[src/design/kpsm_map.vh]
// Constants for the keypad setup menu controller
`ifndef KPSM_MAP_VH
`define KPSM_MAP_VH

// ****************************************
// Timing
// ****************************************
`define KPSM_CLK_HZ        32'd10000000
`define KPSM_HOLD_S        32'd5
`define KPSM_TIMEOUT_MIN   32'd4
`define KPSM_SEC_PER_MIN   32'd60

// ****************************************
// Setup item indexes
// ****************************************
`define KPSM_IT_CUST1      5'd1
`define KPSM_IT_CUST2      5'd2
`define KPSM_IT_DATE       5'd3
`define KPSM_IT_TIME       5'd4
`define KPSM_IT_YDATE      5'd5
`define KPSM_IT_MDATE      5'd6
`define KPSM_IT_FLOW       5'd7
`define KPSM_IT_UNIT       5'd8
`define KPSM_IT_ADDR1      5'd9
`define KPSM_IT_ADDR2      5'd10
`define KPSM_IT_ADDR3      5'd11
`define KPSM_IT_ADDR4      5'd12
`define KPSM_IT_HCL        5'd14
`define KPSM_IT_TOFS       5'd15
`define KPSM_IT_LOCK       5'd25
`define KPSM_IT_FIRST      5'd1
`define KPSM_IT_LAST       5'd25
`define KPSM_IT_YDATE2     5'd26
`define KPSM_IT_MDATE2     5'd27

// ****************************************
// Menu, display and limits
// ****************************************
`define KPSM_MENU_SETUP    2'd3
`define KPSM_SETUP_PREFIX  8'h30
`define KPSM_USER_FIRST    16'h1000
`define KPSM_MAX_SESS      6'd50
`define KPSM_ADDR_MAX      12'h250
`define KPSM_HC_TYPE       4'h6
`define KPSM_HC_MIN        20'h00200
`define KPSM_HC_MAX        20'h18000
`define KPSM_HC_OFF        20'h25000
`define KPSM_UNIT_KWH      4'h0
`define KPSM_UNIT_MWH      4'h1
`define KPSM_UNIT_MAX      4'h3
`define KPSM_RESET_VALUE   32'h00000000

`endif

[src/design/kpsm_key_press.v]
// Key press classifier: short and long primary press, arrow edges
`include "kpsm_map.vh"

module kpsm_key_press #(
	parameter [31:0] HOLD_CYC = `KPSM_HOLD_S * `KPSM_CLK_HZ
) (
	// Clock and reset
	input  wire        clk,
	input  wire        nrst,
	// Raw key levels
	input  wire        pri,
	input  wire        left,
	input  wire        right,
	// Classified events, one cycle each
	output reg         short_press,
	output reg         long_press,
	output reg         left_press,
	output reg         right_press
);

	reg [31:0] hold_cnt;  // Cycles the primary key has been held
	reg        long_done; // Long press already reported
	reg        left_q;    // Previous arrow levels
	reg        right_q;

	// ****************************************
	// Hold timing
	// ****************************************
	// Long fires once at the hold time; short only if released before
	always @(posedge clk or negedge nrst) begin
		if (!nrst) begin
			hold_cnt    <= 32'h0;
			long_done   <= 1'b0;
			short_press <= 1'b0;
			long_press  <= 1'b0;
		end else begin
			short_press <= 1'b0;
			long_press  <= 1'b0;
			if (pri) begin
				if (!long_done) begin
					if (hold_cnt >= HOLD_CYC - 32'h1) begin
						long_press <= 1'b1;
						long_done  <= 1'b1;
					end else begin
						hold_cnt <= hold_cnt + 32'h1;
					end
				end
			end else begin
				// Release: short only when no long was reported
				short_press <= (hold_cnt != 32'h0) && !long_done;
				hold_cnt    <= 32'h0;
				long_done   <= 1'b0;
			end
		end
	end

	// ****************************************
	// Arrow edges
	// ****************************************
	always @(posedge clk or negedge nrst) begin
		if (!nrst) begin
			left_q      <= 1'b0;
			right_q     <= 1'b0;
			left_press  <= 1'b0;
			right_press <= 1'b0;
		end else begin
			left_q      <= left;
			right_q     <= right;
			left_press  <= left && !left_q;
			right_press <= right && !right_q;
		end
	end

endmodule // kpsm_key_press

[src/design/kpsm_setup_menu.v]
// Keypad setup menu controller top level
// Operation
// - Hold 5 s opens menu; short press on loop 3 enters setup
// - Setup index always shown as four digits
// - Arrows step to neighbouring reading while browsing
// - Short press edits, leftmost digit flashing
// - Short press in edit steps flashing digit
// - Arrows move edit position freely left/right
// - Hold in edit saves an in-range value, shows OK, new value
// - Disabled item shows OFF; press only frames
// - Setup items form fixed list 3-001 to 3-025
// - Heat/cool limit editable only on type 6
// - Customer number is two 8-digit halves
// - Yearly date MM.DD; second yearly defaults off
// - Second monthly date defaults off, zero day
// - Flow position selects inlet/outlet, indicator follows
// - Unit kWh/MWh/GJ/Gcal; resolution from factory code
// - kWh not permitted stores MWh instead
// - Slot primary addresses limited 0 to 250
// - Sensor offset shows OFF when country disables
// - Four minutes idle returns to user loop
// - Setup access locked after 50 sessions
`include "kpsm_map.vh"

module kpsm_setup_menu #(
	parameter [31:0] HOLD_CYC    = `KPSM_HOLD_S * `KPSM_CLK_HZ,
	parameter [31:0] TIMEOUT_CYC = `KPSM_TIMEOUT_MIN * `KPSM_SEC_PER_MIN
	                               * `KPSM_CLK_HZ
) (
	// Clock and reset
	input  wire        CLK,
	input  wire        NRST,
	// Front keys
	input  wire        PRI_KEY,
	input  wire        LEFT_KEY,
	input  wire        RIGHT_KEY,
	// Factory configuration
	input  wire [3:0]  METER_TYPE,
	input  wire        KWH_ALLOWED,
	input  wire        TEMP_OFS_DIS,
	input  wire [24:0] FUNC_DIS,
	// Display
	output reg  [15:0] DISP_INDEX,
	output reg  [31:0] DISP_VALUE,
	output reg  [3:0]  DISP_DIGITS,
	output reg  [2:0]  CURSOR,
	output reg         FLASH,
	output reg         SHOW_OFF,
	output reg         SHOW_FRAMES,
	output reg         SHOW_OK,
	output reg         IN_SETUP,
	// Stored parameters
	output reg  [63:0] CUSTOMER_ID,
	output reg         FLOW_INLET,
	output reg  [1:0]  ENERGY_UNIT,
	output reg  [47:0] SLOT_ADDR,
	output reg         DUAL_YEARLY,
	output reg         DUAL_MONTHLY,
	output reg         SETUP_LOCK,
	output reg  [5:0]  SESSIONS
);

	// ****************************************
	// States
	// ****************************************
	localparam [2:0] ST_USER   = 3'd0; // User display loop
	localparam [2:0] ST_MENU   = 3'd1; // Loop selection
	localparam [2:0] ST_BROWSE = 3'd2; // Setup readings
	localparam [2:0] ST_EDIT   = 3'd3; // Digit editing
	localparam [2:0] ST_OK     = 3'd4; // Save confirmed

	reg  [2:0]  state;       // Control state
	reg  [1:0]  menu;        // Selected loop in menu
	reg  [4:0]  item;        // Current setup reading
	reg  [2:0]  cur;         // Edit position from the left
	reg  [31:0] edit_val;    // Working copy while editing
	reg  [31:0] idle_cnt;    // Cycles since last key activity
	reg         locked;      // Lock item used
	reg  [5:0]  sess;        // Sessions used
	reg  [31:0] store [1:27]; // Parameter values, BCD

	wire        short_press; // Key events
	wire        long_press;
	wire        left_press;
	wire        right_press;
	wire [3:0]  ndig;        // Digits of current item
	wire [3:0]  pos;         // Nibble under the cursor
	wire [31:0] stepped;     // Edit value with digit stepped
	wire        item_off;    // Current item disabled
	wire        can_enter;   // Setup access allowed
	wire        any_key;     // Activity restarts the timeout
	integer     i;

	// ****************************************
	// Key classifier
	// ****************************************
	kpsm_key_press #(
		.HOLD_CYC    (HOLD_CYC)
	) u_keys (
		.clk         (CLK),
		.nrst        (NRST),
		.pri         (PRI_KEY),
		.left        (LEFT_KEY),
		.right       (RIGHT_KEY),
		.short_press (short_press),
		.long_press  (long_press),
		.left_press  (left_press),
		.right_press (right_press)
	);

	// ****************************************
	// Item properties
	// ****************************************
	// Digit count per item; lock item has none
	function [3:0] digits_of;
		input [4:0] it;
		begin
			case (it)
				`KPSM_IT_CUST1, `KPSM_IT_CUST2: digits_of = 4'd8;
				`KPSM_IT_DATE, `KPSM_IT_TIME:   digits_of = 4'd6;
				`KPSM_IT_YDATE:                 digits_of = 4'd4;
				`KPSM_IT_MDATE, `KPSM_IT_TOFS:  digits_of = 4'd2;
				`KPSM_IT_FLOW, `KPSM_IT_UNIT:   digits_of = 4'd1;
				`KPSM_IT_HCL:                   digits_of = 4'd5;
				`KPSM_IT_LOCK:                  digits_of = 4'd0;
				default: begin
					// Slot addresses take three digits
					if (it >= `KPSM_IT_ADDR1 && it <= `KPSM_IT_ADDR4)
						digits_of = 4'd3;
					else
						digits_of = 4'd8;
				end
			endcase
		end
	endfunction

	// Range check on the save gesture; BCD orders like decimal
	function in_range;
		input [4:0]  it;
		input [31:0] v;
		begin
			case (it)
				`KPSM_IT_DATE: in_range = v[15:8] >= 8'h01
					&& v[15:8] <= 8'h12 && v[7:0] >= 8'h01
					&& v[7:0] <= 8'h31;
				`KPSM_IT_TIME: in_range = v[23:16] < 8'h24
					&& v[15:8] < 8'h60 && v[7:0] < 8'h60;
				`KPSM_IT_YDATE: in_range = v[15:8] >= 8'h01
					&& v[15:8] <= 8'h12 && v[7:0] >= 8'h01
					&& v[7:0] <= 8'h31;
				`KPSM_IT_MDATE: in_range = v[7:0] >= 8'h01
					&& v[7:0] <= 8'h31;
				`KPSM_IT_FLOW: in_range = v[3:0] <= 4'h1;
				`KPSM_IT_UNIT: in_range = v[3:0] <= `KPSM_UNIT_MAX;
				`KPSM_IT_HCL: in_range = (v[19:0] >= `KPSM_HC_MIN
					&& v[19:0] <= `KPSM_HC_MAX)
					|| v[19:0] == `KPSM_HC_OFF;
				default: begin
					// Module slots 0 to 250, others unchecked
					if (it >= `KPSM_IT_ADDR1 && it <= `KPSM_IT_ADDR4)
						in_range = v[11:0] <= `KPSM_ADDR_MAX;
					else
						in_range = 1'b1;
				end
			endcase
		end
	endfunction

	// Two-digit BCD of the item number
	function [7:0] bcd_of;
		input [4:0] it;
		begin
			if (it >= 5'd20)
				bcd_of = {4'h2, it[3:0] - 4'h4};
			else if (it >= 5'd10)
				bcd_of = {4'h1, it[3:0] - 4'ha};
			else
				bcd_of = {4'h0, it[3:0]};
		end
	endfunction

	assign ndig = digits_of(item);
	// Cursor counts from the left, nibbles from the right
	assign pos = ndig - 4'd1 - {1'b0, cur};
	// Factory disables, meter type and country code gate items
	assign item_off = FUNC_DIS[item - 5'd1]
		|| (item == `KPSM_IT_HCL && METER_TYPE != `KPSM_HC_TYPE)
		|| (item == `KPSM_IT_TOFS && TEMP_OFS_DIS);
	assign can_enter = !locked && sess < `KPSM_MAX_SESS;
	assign any_key = PRI_KEY || LEFT_KEY || RIGHT_KEY;

	// ****************************************
	// Digit stepping, one nibble per digit
	// ****************************************
	genvar g;
	generate
		for (g = 0; g < 8; g = g + 1) begin : g_step
			wire [3:0] nib = edit_val[4*g+3:4*g];
			// Digits wrap 9 back to 0
			assign stepped[4*g+3:4*g] = (pos == g) ?
				((nib >= 4'h9) ? 4'h0 : nib + 4'h1) : nib;
		end
	endgenerate

	// ****************************************
	// Control state machine
	// ****************************************
	always @(posedge CLK or negedge NRST) begin
		if (!NRST) begin
			state    <= ST_USER;
			menu     <= 2'd0;
			item     <= `KPSM_IT_FIRST;
			cur      <= 3'd0;
			edit_val <= 32'h0;
			idle_cnt <= 32'h0;
			locked   <= 1'b0;
			sess     <= 6'd0;
			// Second target dates start off as zeros
			for (i = 1; i <= 27; i = i + 1)
				store[i] <= `KPSM_RESET_VALUE;
		end else begin
			// Idle timer runs outside the user loop only
			if (state == ST_USER || any_key)
				idle_cnt <= 32'h0;
			else
				idle_cnt <= idle_cnt + 32'h1;
			if (state != ST_USER && idle_cnt >= TIMEOUT_CYC - 32'h1) begin
				state <= ST_USER;
			end else begin
				case (state)
					ST_USER: begin
						// Long hold opens the loop selection
						if (long_press) begin
							state <= ST_MENU;
							menu  <= 2'd0;
						end
					end
					ST_MENU: begin
						if (left_press)
							menu <= menu - 2'd1;
						else if (right_press)
							menu <= menu + 2'd1;
						else if (short_press) begin
							// Only the setup loop is handled here
							if (menu == `KPSM_MENU_SETUP && can_enter) begin
								state <= ST_BROWSE;
								item  <= `KPSM_IT_FIRST;
								sess  <= sess + 6'd1;
							end else begin
								state <= ST_USER;
							end
						end
					end
					ST_BROWSE: begin
						// Fixed ordered list, wrapping at both ends
						if (left_press)
							item <= (item == `KPSM_IT_FIRST) ?
								`KPSM_IT_LAST : item - 5'd1;
						else if (right_press)
							item <= (item == `KPSM_IT_LAST) ?
								`KPSM_IT_FIRST : item + 5'd1;
						else if (long_press && !item_off) begin
							// Hold on lock item closes setup for good
							if (item == `KPSM_IT_LOCK)
								locked <= 1'b1;
							state <= ST_USER;
						end else if (short_press && !item_off
							&& item != `KPSM_IT_LOCK) begin
							state    <= ST_EDIT;
							cur      <= 3'd0;
							edit_val <= store[item];
						end
					end
					ST_EDIT: begin
						// Free movement, wrapping over the item width
						if (left_press)
							cur <= (cur == 3'd0) ?
								ndig[2:0] - 3'd1 : cur - 3'd1;
						else if (right_press)
							cur <= ({1'b0, cur} >= ndig - 4'd1) ?
								3'd0 : cur + 3'd1;
						else if (short_press)
							edit_val <= stepped;
						else if (long_press) begin
							if (in_range(item, edit_val)) begin
								// kWh falls back to MWh if resolution forbids
								if (item == `KPSM_IT_UNIT
									&& edit_val[3:0] == `KPSM_UNIT_KWH
									&& !KWH_ALLOWED)
									store[item] <= {28'h0, `KPSM_UNIT_MWH};
								else
									store[item] <= edit_val;
								state <= ST_OK;
							end else begin
								state <= ST_BROWSE;
							end
						end
					end
					ST_OK: begin
						// OK stays until the key is let go
						if (!PRI_KEY)
							state <= ST_BROWSE;
					end
					default: state <= ST_USER;
				endcase
			end
		end
	end

	// ****************************************
	// Registered outputs
	// ****************************************
	// One cycle behind the state; keeps every output on a flop
	always @(posedge CLK or negedge NRST) begin
		if (!NRST) begin
			DISP_INDEX   <= `KPSM_USER_FIRST;
			DISP_VALUE   <= 32'h0;
			DISP_DIGITS  <= 4'h0;
			CURSOR       <= 3'd0;
			FLASH        <= 1'b0;
			SHOW_OFF     <= 1'b0;
			SHOW_FRAMES  <= 1'b0;
			SHOW_OK      <= 1'b0;
			IN_SETUP     <= 1'b0;
			CUSTOMER_ID  <= 64'h0;
			FLOW_INLET   <= 1'b0;
			ENERGY_UNIT  <= 2'd0;
			SLOT_ADDR    <= 48'h0;
			DUAL_YEARLY  <= 1'b0;
			DUAL_MONTHLY <= 1'b0;
			SETUP_LOCK   <= 1'b0;
			SESSIONS     <= 6'd0;
		end else begin
			IN_SETUP <= state == ST_BROWSE || state == ST_EDIT
				|| state == ST_OK;
			// Setup index: prefix 3 and item number, four digits
			if (state == ST_USER)
				DISP_INDEX <= `KPSM_USER_FIRST;
			else if (state == ST_MENU)
				DISP_INDEX <= {2'b00, menu, 12'h000};
			else
				DISP_INDEX <= {`KPSM_SETUP_PREFIX, bcd_of(item)};
			// Editing shows the working copy, else the stored value
			DISP_VALUE  <= (state == ST_EDIT) ? edit_val : store[item];
			DISP_DIGITS <= ndig;
			CURSOR      <= cur;
			FLASH       <= state == ST_EDIT;
			SHOW_OFF    <= state == ST_BROWSE && item_off;
			// Frames only while the key is held on an OFF item
			SHOW_FRAMES <= state == ST_BROWSE && item_off && PRI_KEY;
			SHOW_OK     <= state == ST_OK;
			CUSTOMER_ID <= {store[`KPSM_IT_CUST1], store[`KPSM_IT_CUST2]};
			FLOW_INLET  <= store[`KPSM_IT_FLOW][0];
			// Resolution is not touched here; it follows the factory code
			ENERGY_UNIT <= store[`KPSM_IT_UNIT][1:0];
			SLOT_ADDR   <= {store[`KPSM_IT_ADDR4][11:0],
				store[`KPSM_IT_ADDR3][11:0], store[`KPSM_IT_ADDR2][11:0],
				store[`KPSM_IT_ADDR1][11:0]};
			DUAL_YEARLY  <= store[`KPSM_IT_YDATE2][15:0] != 16'h0;
			DUAL_MONTHLY <= store[`KPSM_IT_MDATE2][7:0] != 8'h0;
			SETUP_LOCK   <= !can_enter;
			SESSIONS     <= sess;
		end
	end

endmodule // kpsm_setup_menu

[config.mk]
export PLATFORM = sky130hd
export DESIGN_NAME = kpsm_setup_menu
export DESIGN_NICKNAME = d
export VERILOG_FILES = /design/src/design/kpsm_key_press.v /design/src/design/kpsm_setup_menu.v
export VERILOG_INCLUDE_DIRS = /design/src /design/src/design
export SDC_FILE = /design/constraint.sdc
export NUM_CORES = 2
export LEC_CHECK = 0
export BUFFER_PORTS_ARGS = -buffer_cell sky130_fd_sc_hd__buf_4
export CORE_ASPECT_RATIO = 1.1
export CORE_MARGIN = 1.5
export CORE_UTILIZATION = 50
export CTS_CLUSTER_DIAMETER = 80
export DETAILED_ROUTE_END_ITERATION = 7
export PLACE_DENSITY = 0.67
export RECOVER_POWER = 25
export SLEW_MARGIN = 20
export SYNTH_ARGS = -nofsm -noshare
export SYNTH_HDL_FRONTEND = slang
export SYNTH_SLANG_ARGS = --single-unit
[constraint.sdc]
create_clock -name CLK -period 8.4 [get_ports CLK]
set_input_delay 0.42 -clock CLK [delete_from_list [all_inputs] [get_ports CLK]]
set_output_delay 0.42 -clock CLK [all_outputs]
set_load 0.005 [all_outputs]
==> key figures <==
Run status
  – Outcome: finished with violations
  – Violated checks: capacitance limit, slew limit

Drt
  – Via count: 33,000
  – Routed len/inst: 27.2 um
  – DRT iter0 DRCs: 3,200
  – DR DRC count: 0
  – Pre-antenna DRT Iters: 6
  – Vias per std cell: 6.16
  – Post-route ant nets: 0
  – Drt total wl: 146,000 um

Synth
  – Simple-Gate Fraction of Synth Area: 5.75%
  – Mux share of post-synthesis cell area: 28.1%
  – Largest family of logic cells by synthesized area: multiplexers
  – Ys async rst share: 100%
  – Xor/xnor share of the synthesized area: 1.10%
  – Synth Warn #: 0
  – Synth Area in Compound Gates: 5.14%
  – Post-synthesis adder-cell area fraction: 1.30%
  – Top cell type's share of synthesized area: 55.4%
  – Yosys top cell by area: dfrtp_1
  – Synth area leaders: dfrtp_1 (55%), mux2_1 (18%), mux4_2 (8.6%)
  – Mean post-synth cell area: 13.8 um2
  – Netlist cell types: 79
  – Post-synth EDFFs: 0
  – Ys flop type: dfrtp_1
  – Synth Register Bits: 1,163
  – Sequential area share after synthesis: 55.5%
  – Synthesized netlist cell count: 3,811
  – Syn Std Cell Area: 0.0525 mm2

Clock tree
  – Clock Pin Slew Worst Setup and Hold Paths: 60 ps
  – Post-CTS sizing: 0
  – Root Buffer: clkbuf_16
  – Setup bufs post-CTS: 0
  – Htree depth: 3
  – Clock sink count: 1,163
  – Post-CTS Hold Buffers: 3
  – CTS tree: built
  – Clock Path Buffers: 3
  – TritonCTS buffer count: 115
  – Clock latency on the worst-skew pair: 710 ps

Layout
  – Commonest non-fill, non-tap cell in the layout: dfrtp_1
  – Number of fillers in the final layout: 8,361
  – Synthesis-to-finish area growth: 12.7%
  – Final design utilization: 56.9%
  – Fraction of layout cells with a size suffix above 1: 18.0%
  – Nets: 3,967
  – Most frequent cells in the layout: dfrtp_1 (1,157), mux2_1 (846), mux4_2 (201), nor2_1 (181), nand2_1 (156)

Timing
  – Setup_tns: 0 ps
  – Tcrit/Tclk final: 75.4%
  – Slew HR: -188%
  – # setup viols final: 0
  – Setup Skew: 28.1 ps
  – RSZ-0062 raised after global routing: false
  – Least-Margin Pin Slew: 4320 ps
  – Final hold viol count: 0
  – Min Tclk post-route: 6330 ps
  – Fmax: 158 MHz
  – Count of pins over their slew limit: 207

Placed design
  – Detail Placement HPWL: 88,000 um
  – Port bufs: 211
  – Placer Congestion: 0.930

Power and ir drop
  – Pwr Total: 16.0 mW
  – Leak: 28.9 nW
  – Worst VDD drop: 187 uV
  – Cell Pwr Density: 270 mW/mm2

Global route
  – Overflow after GRT: 0
  – First-pass GRT wire length: 220,000 um
  – Pin count of the biggest net entering global routing: 187
  – Vias in the first global route: 33,400
  – Initial antenna violation count: 2
  – GRT Overall Usage: 27.5%

Die
  – Core outline area: 0.104 mm2
  – Die Ht: 343 um
  – Die ar.: 0.107 mm2
  – Io pins: 220
  – Die width: 312 um
  – Row cnt: 124
  – Initial core utilization: 50.5%

Min path
  – Min-Delay Path Class: in -> reg

Setup path
  – Crit start category: flip-flop
  – CP endpoint kind: flip-flop
  – CP Max Fanout: 30
  – WP data required: 8990 ps
  – CP arrival: 6920 ps
  – Crit path kind: reg -> reg

Job
  – MaxCap Viol Count: 2
-- cell usage after synthesis (all sizes together) (28+ instances only) --
| cell type | instances |
|---|---|
| nand3 | 71 |
| dfrtp | 1161 |
| a221oi | 41 |
| mux2 | 876 |
| mux4 | 201 |
| a22oi | 28 |
| inv | 55 |
| a21oi | 111 |
| o21ai | 69 |
| xor2 | 36 |
| mux2i | 36 |
| nor3 | 39 |
| and2 | 43 |
| buf | 165 |
| nor2 | 182 |
| ha | 53 |
| clkbuf | 170 |
| nand2 | 157 |
| xnor2 | 30 |
-- layout make-up --
class	instances	area [um2]	area share [%]
well taps	1386	1730	2.93
diodes	2	5.00	0.00846
clock buffers	171	3410	5.76
repair buffers	277	2050	3.46
inverters	56	210	0.355
multi-input cells	2264	22100	37.4
flip-flops and latches	1163	29100	49.2
clock inverters	40	515	0.872
-- report_power, final --
group / switching, mW / internal, mW
registers: 0.292 / 5.81
logic: 3.17 / 1.35
clock network: 2.23 / 3.11
-- sequential cells by signal, indices dropped and copies added, names as in the netlist, 6 cells and up --
name and cells:
DISP_INDEX 8, SESSIONS 6, DISP_VALUE 32, sess 6, SLOT_ADDR 48, edit_val 32, idle_cnt 32, CUSTOMER_ID 64
u_keys.hold_cnt 32, store 864
-- critical path: stages, from the launching register on --
cell,delay [ps]
dfstp_4,930
inv_2,90
ha_1,540
a22oi_1,350
o22ai_1,180
or4b_2,720
nor2_1,110
a21o_1,190
nor2_1,70
xor2_1,140
ha_1,380
nand2_1,70
o21ai_0,350
xor2_1,170
o31ai_1,810
a21oi_1,230
nor3_1,460
mux2_2,400
-- metrics by stage --
step / hold slack, ps / cell area, um2 / cells / setup slack (ps)
after floorplan: 124 / 52500 / 3818 / 2470
after global placement: 384 / 55300 / 5140 / 2310
after detailed placement: 385 / 55300 / 5141 / 2140
after CTS: 26.0 / 59200 / 5355 / 2110
after global routing: 69.1 / 59100 / 5357 / 1250
final: 82.5 / 59100 / 5359 / 2070
-- layer usage --
metal	wire length, um	part of all wire, %	track usage (%)	vias up
li1	-	-	-	14000
met1	59600	41	37.4	17500
met4	6750	4.6	12.4	0
met3	9780	6.7	4.05	324
met2	69700	48	44.1	1191
met5	0	0	0	-
-- final timing paths --
path,from,endpoint,slack [ps],cells after the start
setup reg to reg,item[0]$_DFFE_PN1P_,edit_val[5]$_DFFE_PN0P_,2070,17
hold / removal,PRI_KEY,u_keys.short_press$_DFF_PN0_,80,2
hold reg to reg,u_keys.left_q$_DFF_PN0_,u_keys.left_press$_DFF_PN0_,390,1
max in group asynchronous,NRST,idle_cnt[9]$_DFF_PN0_,2360,4
min in group asynchronous,NRST,CUSTOMER_ID[50]$_DFF_PN0_,1760,2
setup / recovery,item[0]$_DFFE_PN1P_,edit_val[5]$_DFFE_PN0P_,2070,17
-- kinds of logic (layout without fill, tap and decap cells) --
family                     after synthesis  count (layout)
and+or+nand+nor                        627             627
adders and majority gates               54              54
xor gates and xnor gates                66              66
buffers and inverters                  391             544
AOI/OAI and AO/OA                      396             396
other                                    1              10
muxes                                 1113            1113
DFF                                   1163            1163
Note: power is estimated with default switching activity, not from simulation.
